[config.mk]
export PLATFORM = sky130hd
export DESIGN_NAME = adp_audio_dma
export DESIGN_NICKNAME = d
export VERILOG_FILES = /design/src/adp_pkg.sv /design/src/adp_channel.sv /design/src/adp_audio_dma.sv
export SDC_FILE = /design/constraint.sdc
export NUM_CORES = 2
export LEC_CHECK = 0
export BUFFER_PORTS_ARGS = -buffer_cell sky130_fd_sc_hd__buf_2
export CORE_MARGIN = 4
export CORE_UTILIZATION = 62
export DETAILED_ROUTE_END_ITERATION = 12
export PLACE_DENSITY = 0.8
export SYNTH_ARGS = -nofsm -noshare
export SYNTH_HDL_FRONTEND = slang
export SYNTH_SLANG_ARGS = --single-unit
[constraint.sdc]
create_clock -name hclk -period 8 [get_ports hclk]
set_input_delay 1.6 -clock hclk [delete_from_list [all_inputs] [get_ports hclk]]
set_output_delay 1.6 -clock hclk [all_outputs]
set_load 0.01 [all_outputs]
[src/adp_pkg.sv]
// Constants and types of the audio playback engine.
// Operation
// - One word fetch per channel per line.
// - Single word buffer sustains 28,867 samples/second.
// - NTSC countdown tick is 279.365 ns.
// - PAL countdown tick is 0.281937 us.
// - Late fetch at expiry repeats previous sample.
// - Period register sets ticks between samples.
// - Started channel loops until enable cleared.
// - Each replay restarts at current location registers.
// - Location held as 3-bit high, 15-bit low.
// - Word count gives words before repeating.
// - No fetch while master enable bit 9 clear.
// - Fetch needs master and channel enable bits 0-3.
// - Write with bit 15 set sets ones.
// - Disable stops; enable restarts from first word.
// - Brief disable may resume; either outcome allowed.
// - Period counts per tick; zero takes sample.
// - Lower-address byte of each word plays first.
// - Volume 0 to 64 scales channel output.
// - Reload event pulses after working copies load.
package adp_pkg;

    // ****************************************************************
    // Register map
    // ****************************************************************
    localparam int          NUM_CH          = 4;
    localparam int          DEC_W           = 12;
    localparam logic [11:0] OFS_DMA_CONTROL = 12'h000;
    localparam logic [11:0] OFS_CONFIG      = 12'h004;
    localparam logic [11:0] OFS_STATUS      = 12'h008;
    localparam logic [11:0] CH_BASE         = 12'h080;
    localparam logic [11:0] CH_REGION_MASK  = 12'hf80;
    localparam logic [11:0] CH_SUB_MASK     = 12'h01f;
    localparam int          CH_SEL_LSB      = 5;
    localparam logic [11:0] OFS_START_HIGH  = 12'h000;
    localparam logic [11:0] OFS_START_LOW   = 12'h004;
    localparam logic [11:0] OFS_WORD_COUNT  = 12'h008;
    localparam logic [11:0] OFS_PERIOD      = 12'h00c;
    localparam logic [11:0] OFS_VOLUME      = 12'h010;
    localparam logic [2:0]  HSIZE_WORD      = 3'h2;

    // ****************************************************************
    // Field layout and reset values
    // ****************************************************************
    localparam int          BIT_SET_OR_CLEAR_SELECT     = 15;
    localparam int          BIT_MASTER      = 9;
    localparam int          CFG_PAL_BIT     = 0;
    localparam logic [15:0] CTRL_MASK       = 16'h020f;
    localparam logic [15:0] CTRL_RESET      = 16'h0000;
    localparam logic [6:0]  VOL_MAX         = 7'h40;

    // ****************************************************************
    // Timing
    // ****************************************************************
    localparam real         CLK_PERIOD_NS   = 50.0;
    localparam real         NTSC_TICK_NS    = 279.365;
    localparam real         PAL_TICK_US     = 0.281937;
    localparam int          NTSC_CLOCK_CONSTANT = 3579545;
    localparam int          PAL_CLOCK_CONSTANT  = 3546895;
    localparam int          MAX_SAMPLE_RATE = 28867;
    localparam int          ACC_W           = 19;
    localparam logic [18:0] ACC_STEP        = 19'(int'(CLK_PERIOD_NS * 1000.0));
    localparam logic [18:0] NTSC_TICK_PS    = 19'(int'(NTSC_TICK_NS * 1000.0));
    localparam logic [18:0] PAL_TICK_PS     = 19'(int'(PAL_TICK_US * 1.0e6));
    localparam logic [15:0] MIN_PERIOD      = 16'(NTSC_CLOCK_CONSTANT / MAX_SAMPLE_RATE);

    // ****************************************************************
    // Types
    // ****************************************************************
    typedef enum logic [1:0] {
        CH_IDLE = 2'h0,
        CH_LOAD = 2'h1,
        CH_RUN  = 2'h3
    } adp_ch_state_t;

    typedef struct packed {
        adp_ch_state_t st;
        logic [17:0]   ptr;
        logic [15:0]   left;
        logic [15:0]   cnt;
        logic [15:0]   buf_word;
        logic          buf_full;
        logic [15:0]   play_word;
        logic          phase;
        logic          req;
        logic          reload;
        logic [7:0]    sample;
        logic [14:0]   level;
    } adp_ch_reg_t;

    typedef struct packed {
        logic [15:0]       ctrl;
        logic              pal;
        logic [3:0][2:0]   start_high;
        logic [3:0][14:0]  start_low;
        logic [3:0][15:0]  word_count;
        logic [3:0][15:0]  period;
        logic [3:0][6:0]   volume;
        logic              dp_write;
        logic              wr_wait;
        logic [11:0]       dp_addr;
        logic [31:0]       rdata;
        logic [18:0]       acc;
        logic              tick;
        logic              busy;
        logic [1:0]        owner;
        logic [18:0]       mem_addr;
    } adp_top_reg_t;

endpackage

[src/adp_channel.sv]
// One audio playback channel.
`timescale 1ns/100ps
module adp_channel (
    input  logic        hclk,
    input  logic        hresetn,
    input  logic        run_en,
    input  logic        tick,
    input  logic        line_slot,
    input  logic [2:0]  start_high,
    input  logic [14:0] start_low,
    input  logic [15:0] word_count,
    input  logic [15:0] period,
    input  logic [6:0]  volume,
    input  logic        fetch_ack,
    input  logic [15:0] fetch_data,
    output logic        fetch_req,
    output logic [17:0] fetch_addr,
    output logic        reload_evt,
    output logic        active,
    output logic [14:0] level
);

    adp_pkg::adp_ch_reg_t s_r;
    adp_pkg::adp_ch_reg_t s_nxt;
    logic [6:0]           vol_eff;
    logic signed [15:0]   prod;

    // ****************************************************************
    // Next state
    // ****************************************************************
    always_comb
    begin
        s_nxt        = s_r;
        s_nxt.reload = 1'b0;
        vol_eff      = (volume > adp_pkg::VOL_MAX) ? adp_pkg::VOL_MAX : volume;
        prod         = '0;
        case (s_r.st)
            adp_pkg::CH_IDLE:
            begin
                s_nxt.req    = 1'b0;
                s_nxt.sample = '0;
                if (run_en)
                begin
                    s_nxt.st = adp_pkg::CH_LOAD;
                end
            end
            adp_pkg::CH_LOAD:
            begin
                // Every start copies the location registers.
                s_nxt.ptr      = {start_high, start_low};
                s_nxt.left     = word_count;
                s_nxt.cnt      = period;
                s_nxt.buf_full = 1'b0;
                s_nxt.phase    = 1'b0;
                s_nxt.reload   = 1'b1;
                s_nxt.st       = run_en ? adp_pkg::CH_RUN : adp_pkg::CH_IDLE;
            end
            adp_pkg::CH_RUN:
            begin
                if (!run_en)
                begin
                    // Stopping is immediate, so a short disable always restarts.
                    s_nxt.st  = adp_pkg::CH_IDLE;
                    s_nxt.req = 1'b0;
                end
                else
                begin
                    if (s_r.req)
                    begin
                        if (fetch_ack)
                        begin
                            s_nxt.buf_word = fetch_data;
                            s_nxt.buf_full = 1'b1;
                            s_nxt.req      = 1'b0;
                            if (s_r.left <= 16'h0001)
                            begin
                                s_nxt.ptr    = {start_high, start_low};
                                s_nxt.left   = word_count;
                                s_nxt.reload = 1'b1;
                            end
                            else
                            begin
                                s_nxt.ptr  = s_r.ptr + 18'h00001;
                                s_nxt.left = s_r.left - 16'h0001;
                            end
                        end
                    end
                    else if (!s_r.buf_full && line_slot)
                    begin
                        s_nxt.req = 1'b1;
                    end
                    if (tick)
                    begin
                        if (s_r.cnt <= 16'h0001)
                        begin
                            s_nxt.cnt = period;
                            if (s_r.phase)
                            begin
                                s_nxt.sample = s_r.play_word[7:0];
                                s_nxt.phase  = 1'b0;
                            end
                            else if (s_r.buf_full)
                            begin
                                s_nxt.play_word = s_r.buf_word;
                                s_nxt.sample    = s_r.buf_word[15:8];
                                s_nxt.phase     = 1'b1;
                                s_nxt.buf_full  = 1'b0;
                            end
                            // Otherwise the old sample stays.
                        end
                        else
                        begin
                            s_nxt.cnt = s_r.cnt - 16'h0001;
                        end
                    end
                end
            end
            default:
            begin
                s_nxt.st = adp_pkg::CH_IDLE;
            end
        endcase
        prod        = $signed(s_nxt.sample) * $signed({1'b0, vol_eff});
        s_nxt.level = prod[14:0];
    end

    always_ff @(posedge hclk or negedge hresetn)
    begin
        if (!hresetn)
        begin
            s_r <= '0;
        end
        else
        begin
            s_r <= s_nxt;
        end
    end

    assign fetch_req  = s_r.req;
    assign fetch_addr = s_r.ptr;
    assign reload_evt = s_r.reload;
    assign active     = (s_r.st != adp_pkg::CH_IDLE);
    assign level      = s_r.level;

endmodule // adp_channel

[src/adp_audio_dma.sv]
// Top of the audio playback engine.
`timescale 1ns/100ps
module adp_audio_dma (
    input  logic             hclk,
    input  logic             hresetn,
    input  logic             hsel,
    input  logic [31:0]      haddr,
    input  logic [1:0]       htrans,
    input  logic             hwrite,
    input  logic [2:0]       hsize,
    input  logic [31:0]      hwdata,
    input  logic             hready,
    output logic [31:0]      hrdata,
    output logic             hreadyout,
    output logic             hresp,
    input  logic [3:0]       line_slot,
    input  logic             mem_ack,
    input  logic [15:0]      mem_rdata,
    output logic             mem_req,
    output logic [18:0]      mem_addr,
    output logic [3:0]       channel_reload,
    output logic [3:0]       channel_active,
    output logic [3:0][14:0] channel_level
);

    adp_pkg::adp_top_reg_t s_r;
    adp_pkg::adp_top_reg_t s_nxt;

    logic              addr_ok;
    logic              master_en;
    logic [3:0]        run_en;
    logic [3:0]        ch_req;
    logic [3:0][17:0]  ch_addr;
    logic [3:0]        ch_ack;
    logic [3:0]        period_short;
    logic              pick_any;
    logic [1:0]        pick;
    logic [18:0]       acc_sum;
    logic [18:0]       tick_len;
    logic [11:0]       a_dec;
    logic [1:0]        rd_ch;
    logic [11:0]       rd_sub;
    logic [1:0]        dp_ch;
    logic [11:0]       dp_sub;
    logic [31:0]       rd_val;

    // ****************************************************************
    // Enables and address fields
    // ****************************************************************
    assign master_en = s_r.ctrl[adp_pkg::BIT_MASTER];
    assign a_dec     = haddr[adp_pkg::DEC_W-1:0];
    assign rd_ch     = a_dec[adp_pkg::CH_SEL_LSB +: 2];
    assign rd_sub    = a_dec & adp_pkg::CH_SUB_MASK;
    assign dp_ch     = s_r.dp_addr[adp_pkg::CH_SEL_LSB +: 2];
    assign dp_sub    = s_r.dp_addr & adp_pkg::CH_SUB_MASK;
    assign addr_ok   = hsel && hready && htrans[1] && (hsize == adp_pkg::HSIZE_WORD);

    // ****************************************************************
    // Channels
    // ****************************************************************
    generate
        for (genvar g = 0; g < adp_pkg::NUM_CH; g++)
        begin : g_ch
            assign run_en[g]       = master_en && s_r.ctrl[g];
            assign ch_ack[g]       = mem_ack && s_r.busy && (s_r.owner == 2'(g));
            assign period_short[g] = (s_r.period[g] < adp_pkg::MIN_PERIOD);

            adp_channel u_ch (
                .hclk       (hclk),
                .hresetn    (hresetn),
                .run_en     (run_en[g]),
                .tick       (s_r.tick),
                .line_slot  (line_slot[g]),
                .start_high (s_r.start_high[g]),
                .start_low  (s_r.start_low[g]),
                .word_count (s_r.word_count[g]),
                .period     (s_r.period[g]),
                .volume     (s_r.volume[g]),
                .fetch_ack  (ch_ack[g]),
                .fetch_data (mem_rdata),
                .fetch_req  (ch_req[g]),
                .fetch_addr (ch_addr[g]),
                .reload_evt (channel_reload[g]),
                .active     (channel_active[g]),
                .level      (channel_level[g])
            );
        end
    endgenerate

    // ****************************************************************
    // Read multiplexer for the address phase
    // ****************************************************************
    always_comb
    begin
        rd_val = '0;
        if (a_dec == adp_pkg::OFS_DMA_CONTROL)
        begin
            rd_val[15:0] = s_r.ctrl;
        end
        else if (a_dec == adp_pkg::OFS_CONFIG)
        begin
            rd_val[adp_pkg::CFG_PAL_BIT] = s_r.pal;
        end
        else if (a_dec == adp_pkg::OFS_STATUS)
        begin
            rd_val[7:0] = {period_short, channel_active};
        end
        else if ((a_dec & adp_pkg::CH_REGION_MASK) == adp_pkg::CH_BASE)
        begin
            if (rd_sub == adp_pkg::OFS_START_HIGH)
            begin
                rd_val[2:0] = s_r.start_high[rd_ch];
            end
            else if (rd_sub == adp_pkg::OFS_START_LOW)
            begin
                rd_val[15:0] = {s_r.start_low[rd_ch], 1'b0};
            end
            else if (rd_sub == adp_pkg::OFS_WORD_COUNT)
            begin
                rd_val[15:0] = s_r.word_count[rd_ch];
            end
            else if (rd_sub == adp_pkg::OFS_PERIOD)
            begin
                rd_val[15:0] = s_r.period[rd_ch];
            end
            else if (rd_sub == adp_pkg::OFS_VOLUME)
            begin
                rd_val[6:0] = s_r.volume[rd_ch];
            end
        end
    end

    // ****************************************************************
    // Next state
    // ****************************************************************
    always_comb
    begin
        s_nxt    = s_r;
        pick_any = 1'b0;
        pick     = 2'h0;
        tick_len = s_r.pal ? adp_pkg::PAL_TICK_PS : adp_pkg::NTSC_TICK_PS;
        acc_sum  = s_r.acc + adp_pkg::ACC_STEP;

        // A write lands in its first data cycle,
        // so a back-to-back read sees it.
        if (s_r.dp_write && !s_r.wr_wait)
        begin
            s_nxt.wr_wait = 1'b1;
            if (s_r.dp_addr == adp_pkg::OFS_DMA_CONTROL)
            begin
                if (hwdata[adp_pkg::BIT_SET_OR_CLEAR_SELECT])
                begin
                    s_nxt.ctrl = s_r.ctrl | (hwdata[15:0] & adp_pkg::CTRL_MASK);
                end
                else
                begin
                    s_nxt.ctrl = s_r.ctrl & ~(hwdata[15:0] & adp_pkg::CTRL_MASK);
                end
            end
            else if (s_r.dp_addr == adp_pkg::OFS_CONFIG)
            begin
                s_nxt.pal = hwdata[adp_pkg::CFG_PAL_BIT];
            end
            else if ((s_r.dp_addr & adp_pkg::CH_REGION_MASK) == adp_pkg::CH_BASE)
            begin
                if (dp_sub == adp_pkg::OFS_START_HIGH)
                begin
                    s_nxt.start_high[dp_ch] = hwdata[2:0];
                end
                else if (dp_sub == adp_pkg::OFS_START_LOW)
                begin
                    s_nxt.start_low[dp_ch] = hwdata[15:1];
                end
                else if (dp_sub == adp_pkg::OFS_WORD_COUNT)
                begin
                    s_nxt.word_count[dp_ch] = hwdata[15:0];
                end
                else if (dp_sub == adp_pkg::OFS_PERIOD)
                begin
                    s_nxt.period[dp_ch] = hwdata[15:0];
                end
                else if (dp_sub == adp_pkg::OFS_VOLUME)
                begin
                    s_nxt.volume[dp_ch] = hwdata[6:0];
                end
            end
        end
        else if (s_r.dp_write)
        begin
            s_nxt.dp_write = 1'b0;
            s_nxt.wr_wait  = 1'b0;
        end

        if (addr_ok && hwrite)
        begin
            s_nxt.dp_write = 1'b1;
            s_nxt.wr_wait  = 1'b0;
            s_nxt.dp_addr  = a_dec;
        end
        if (hready)
        begin
            s_nxt.rdata = (addr_ok && !hwrite) ? rd_val : '0;
        end

        // The tick is not a whole number of clocks.
        if (acc_sum >= tick_len)
        begin
            s_nxt.acc  = acc_sum - tick_len;
            s_nxt.tick = 1'b1;
        end
        else
        begin
            s_nxt.acc  = acc_sum;
            s_nxt.tick = 1'b0;
        end

        for (int i = adp_pkg::NUM_CH - 1; i >= 0; i--)
        begin
            if (ch_req[i])
            begin
                pick_any = 1'b1;
                pick     = 2'(i);
            end
        end
        if (s_r.busy)
        begin
            if (mem_ack)
            begin
                s_nxt.busy = 1'b0;
            end
        end
        else if (pick_any && master_en)
        begin
            s_nxt.busy     = 1'b1;
            s_nxt.owner    = pick;
            s_nxt.mem_addr = {ch_addr[pick], 1'b0};
        end
    end

    always_ff @(posedge hclk or negedge hresetn)
    begin
        if (!hresetn)
        begin
            s_r      <= '0;
            s_r.ctrl <= adp_pkg::CTRL_RESET;
        end
        else
        begin
            s_r <= s_nxt;
        end
    end

    // ****************************************************************
    // Outputs
    // ****************************************************************
    assign hreadyout = !(s_r.dp_write && !s_r.wr_wait);
    assign hresp     = 1'b0;
    assign hrdata    = s_r.rdata;
    assign mem_req   = s_r.busy;
    assign mem_addr  = s_r.mem_addr;

endmodule // adp_audio_dma

==> impl_table.tex <==
\begin{tabular}{lr}
\hline
Metric & Value \\
\hline
\multicolumn{2}{l}{\textbf{Yosys}} \\
Average cell area after synthesis & roughly 10 µm² \\
Distinct cells, synth & 91 \\
Async S/R FF share, synth & 1.00 \\
Cell area after synthesis & between 0.04 and 0.05 mm² \\
Synthesized flop and latch total & just over 700 \\
Leading register cell type out of synthesis & dfrtp\_1 \\
Sequential area share after synthesis & 0.388 \\
Syn Inst Count & between 4000 and 5000 \\
Number of synthesized flops with an enable pin & 0 \\
Warnings, synthesis & 0 \\
\multicolumn{2}{l}{\textbf{STA}} \\
Max\_slew headroom & 0.160 \\
Count of endpoints failing hold in the final timing report & 0 \\
Final number of setup-violating endpoints & 0 \\
Crit path time final & between 6 and 7 ns \\
Part of the cycle the worst path needs & 0.837 \\
Post-route setup TNS & 0 ns \\
Worst slew pin tran & 1.24 ns \\
Clock Skews & 0.0268 ns \\
Max Clk Rate & $\sim$150 MHz \\
RSZ-0062 raised after global routing & false \\
Setup slack after layout & approximately 1.3 ns \\
Hold Slack & between 0.4 and 0.5 ns \\
Pins Over Slew Limit & 0 \\
\multicolumn{2}{l}{\textbf{Floorplan}} \\
Top-level port count & about 220 \\
Width of the die & 281 µm \\
Initial Util & 0.630 \\
Placeable core region & $\sim$0.073 mm² \\
Die Area & just under 0.08 mm² \\
Chip Height & around 280 µm \\
Number of rows in the core area & just under 100 \\
\multicolumn{2}{l}{\textbf{Pwr}} \\
Fraction of power consumed by combinational cells & 0.294 \\
Leakage component of the power & about 0.023 µW \\
Areal power density over the cells & between 200 and 250 mW/mm² \\
Clock power frac & 0.314 \\
Total power after layout & approximately 12000 µW \\
Worst IR Drop VDD & between 0.15 and 0.2 mV \\
Total internal power & approximately 7900 µW \\
NetSw & between 4000 and 5000 µW \\
Proportion of power drawn by flip-flops and latches & 0.393 \\
Switching share of power & 0.366 \\
\multicolumn{2}{l}{\textbf{Cells and area}} \\
Final-layout fill cell count & around 5400 \\
Finished layout cell area & $\sim$0.050 mm² \\
Layout Nets & 5069 \\
Area overhead of the layout relative to synthesis & 7.97\% \\
Share of final-layout standard cells stronger than drive strength 1 & 0.188 \\
\multicolumn{2}{l}{\textbf{Clock tree}} \\
Count of hold-fix buffers inserted at cts & 0 \\
TritonCTS clock tree & done \\
Worst-Skew Late Latency & about 0.65 ns \\
Maximum clock path buffer count & 3 \\
Clock buffer count from CTS & 79 \\
Number of buffers inserted to repair setup after CTS & 0 \\
Clock Sink Count & roughly 720 \\
Clock transition at path regs & about 0.060 ns \\
Post\_cts resized & 0 \\
Cell chosen for the clock root & clkbuf\_16 \\
CTS H-tree depth & 3 \\
\multicolumn{2}{l}{\textbf{Worst setup path}} \\
Required time at the worst-slack endpoint & 8.51 ns \\
Critical path class & reg2reg \\
Worst-path cell with the longest stage delay & a22oi\_1 \\
Ordered list of cells on the worst path & or4\_1, nor4\_2, buf\_4, and4\_1, o211ai\_1, a22oi\_1, nor2\_1, fa\_1, inv\_1, fa\_1, inv\_1, fa\_1, inv\_1, fa\_1, inv\_1, ha\_1, o21a\_1, o21a\_1, a311oi\_1, a21oi\_1, xnor2\_1 \\
Category of the worst setup path capture point & register \\
Worst flop-to-flop path endpoint & g\_ch[0].u\_ch.level[14] \\
Startpoint Class & register \\
Reg-to-reg startpoint & g\_ch[0].u\_ch.s\_r[61] \\
Critical Path Fanout Max & 8 \\
Register-to-register path setup slack & 1.30 ns \\
Worst EP arrival & around 7 ns \\
Reg2reg path depth & 21 \\
Delay of the slowest critical-path stage & about 0.73 ns \\
\multicolumn{2}{l}{\textbf{Placement}} \\
Cell area after placement & 0.0472 mm² \\
Number of I/O port buffers & approximately 160 \\
Worst setup slack before clock tree synthesis & $\sim$1.4 ns \\
Placer congestion estimate & just under 1 \\
Final HPWL from detailed placement & between 90000 and 100000 µm \\
\multicolumn{2}{l}{\textbf{Routing}} \\
Ratio of routed vias to standard cells & roughly 6.5 \\
ANT nets after route & 0 \\
Remaining routing DRC violations & 0 \\
Total number of vias & roughly 37000 \\
Detail-routed net length per standard cell & approximately 24 µm \\
Number of optimization iterations in the first detailed-route pass & 8 \\
Total routed wirelength & around 130000 µm \\
Initial DRC count & 3722 \\
\multicolumn{2}{l}{\textbf{GRT}} \\
Maximum number of pins on one net before global-route repair & $\sim$180 \\
First-pass GRT wire length & roughly 210000 µm \\
Total global routing track utilization & 0.340 \\
Vias in the first global route & about 37000 \\
Overflow left after global routing & 0 \\
Number of antenna violations at the first check in global routing & 8 \\
\multicolumn{2}{l}{\textbf{Hold path}} \\
Type of the worst min-delay path & reg2reg \\
Worst hold stages & 2 \\
Worst Hold Path EP & g\_ch[2].u\_ch.s\_r[47] \\
Worst Hold Launch & g\_ch[2].u\_ch.s\_r[47] \\
\multicolumn{2}{l}{\textbf{Status}} \\
Run status & finished clean \\
\multicolumn{2}{l}{\textbf{Run}} \\
Max-capacitance violation count & 0 \\
\hline
\end{tabular}
kinds of logic (layout without fill, tap and decap cells):
| group | Yosys count | after routing | synth area share |
|---|---|---|---|
| fa+ha+maj | 336 | 336 | 0.119 |
| flops | 717 | 717 | 0.388 |
| mux | 455 | 455 | 0.129 |
| other cells | 1 | 21 | 0.0000811 |
| xor+xnor | 103 | 103 | 0.0195 |
| buf+inv | 758 | 800 | 0.0730 |
| compound gates | 944 | 944 | 0.132 |
| simple gates | 1325 | 1325 | 0.139 |
routing by layer:
layer,vias to the layer above,global-route usage,routed length [µm]
met4,8,0.220,10300
met2,1881,0.526,60700
li1,16141,-,-
met3,471,0.0648,12200
met1,18208,0.443,50300
met5,-,0,47
cells in the final DEF (no fill, tap or decap), types with 21 or more instances in the layout:
cell type	synthesis	routed
nor3_1	94	93
a22oi_1	54	54
dfrtp_1	717	717
and2_1	35	35
a32oi_1	35	35
xnor2_1	79	79
clkbuf_16	0	80
nor2b_1	49	49
nor4_1	63	62
nand4_1	24	24
nand2b_1	54	54
nor2_1	402	398
xor2_1	24	24
or2_2	42	42
buf_2	19	159
ha_1	160	160
or4_1	21	21
a21oi_1	201	201
o21ai_0	303	301
mux2_2	363	363
and3_1	36	36
a221o_1	21	21
buf_4	123	63
mux4_2	75	75
nand2_1	333	333
a31oi_1	44	44
clkbuf_8	0	22
inv_1	432	432
fa_1	176	176
nand3_1	84	84
worst max-delay path by stage:
stage,slack (ns),to,depth (start not counted),startpoint
final,1.30,g_ch[0].u_ch.level[14],21,g_ch[0].u_ch.s_r[61]
after CTS,1.39,g_ch[0].u_ch.level[14],21,g_ch[0].u_ch.s_r[61]
after global placement,1.44,g_ch[0].u_ch.level[14],21,g_ch[0].u_ch.s_r[61]
after global routing,0.89,g_ch[0].u_ch.level[14],21,g_ch[0].u_ch.s_r[61]
after floorplan,1.91,g_ch[1].u_ch.level[14],22,g_ch[1].u_ch.s_r[71]
after detailed placement,1.42,g_ch[0].u_ch.level[14],21,g_ch[0].u_ch.s_r[61]
stage by stage:
step                       util  std cells
final                     0.680       5660
after global routing      0.680       5660
after CTS                 0.680       5657
after detailed placement  0.642       5516
after global placement    0.642       5516
after floorplan               -       4656
cell type report:
cell class / count / area, µm² / share of cell area
multi-input combinational: 3181 / 25100 / 0.502
sequential: 717 / 17900 / 0.359
clock buffer: 115 / 2350 / 0.0471
inverter: 433 / 1630 / 0.0325
timing repair buffer: 226 / 1340 / 0.0269
tap: 959 / 1200 / 0.0240
clock inverter: 26 / 424 / 0.00849
antenna: 3 / 7.51 / 0.000150
sequential cells by signal, indices dropped and copies added (netlist names), named ones only:
name,count
s_r,258
mem_addr,18
g_ch.u_ch.fetch_addr,72
g_ch.u_ch.reload_evt,4
g_ch.u_ch.fetch_req,4
hrdata,16
dp_ch,2
g_ch.u_ch.level,60
g_ch.u_ch.s_r,272
dp_sub,5
mem_req,1
worst max-delay path: cells and delay by family, from the launching register on:
kind            cells  cell delay, ns
compound gates      6            2.06
xor+xnor            1            0.16
fa+ha+maj           5            2.34
buf+inv             5            0.38
flops               1            0.45
simple gates        4            1.19
power by group through the flow:
stage	sequential, µW	clock [µW]	combinational (µW)
floorplan	4630	0	2780
global placement	4900	0	3460
detailed placement	4930	0	3570
CTS	4870	3950	3610
global route	4970	4080	4040
finish	4900	3910	3670
cells in the mapped netlist (42+ instances only):
master / instances / area [µm²]
a21oi_1: 201 / 1010
a22oi_1: 54 / 405
a31oi_1: 44 / 275
buf_4: 123 / 923
clkbuf_1: 167 / 627
dfrtp_1: 717 / 17900
fa_1: 176 / 3520
ha_1: 160 / 2000
inv_1: 432 / 1620
mux2_2: 363 / 4090
mux4_2: 75 / 1690
nand2_1: 333 / 1250
nand2b_1: 54 / 338
nand3_1: 84 / 420
nor2_1: 402 / 1510
nor2b_1: 49 / 307
nor3_1: 94 / 470
nor4_1: 63 / 394
o21ai_0: 303 / 1520
or2_2: 42 / 263
xnor2_1: 79 / 692
Note: power is estimated with default switching activity, not from simulation.
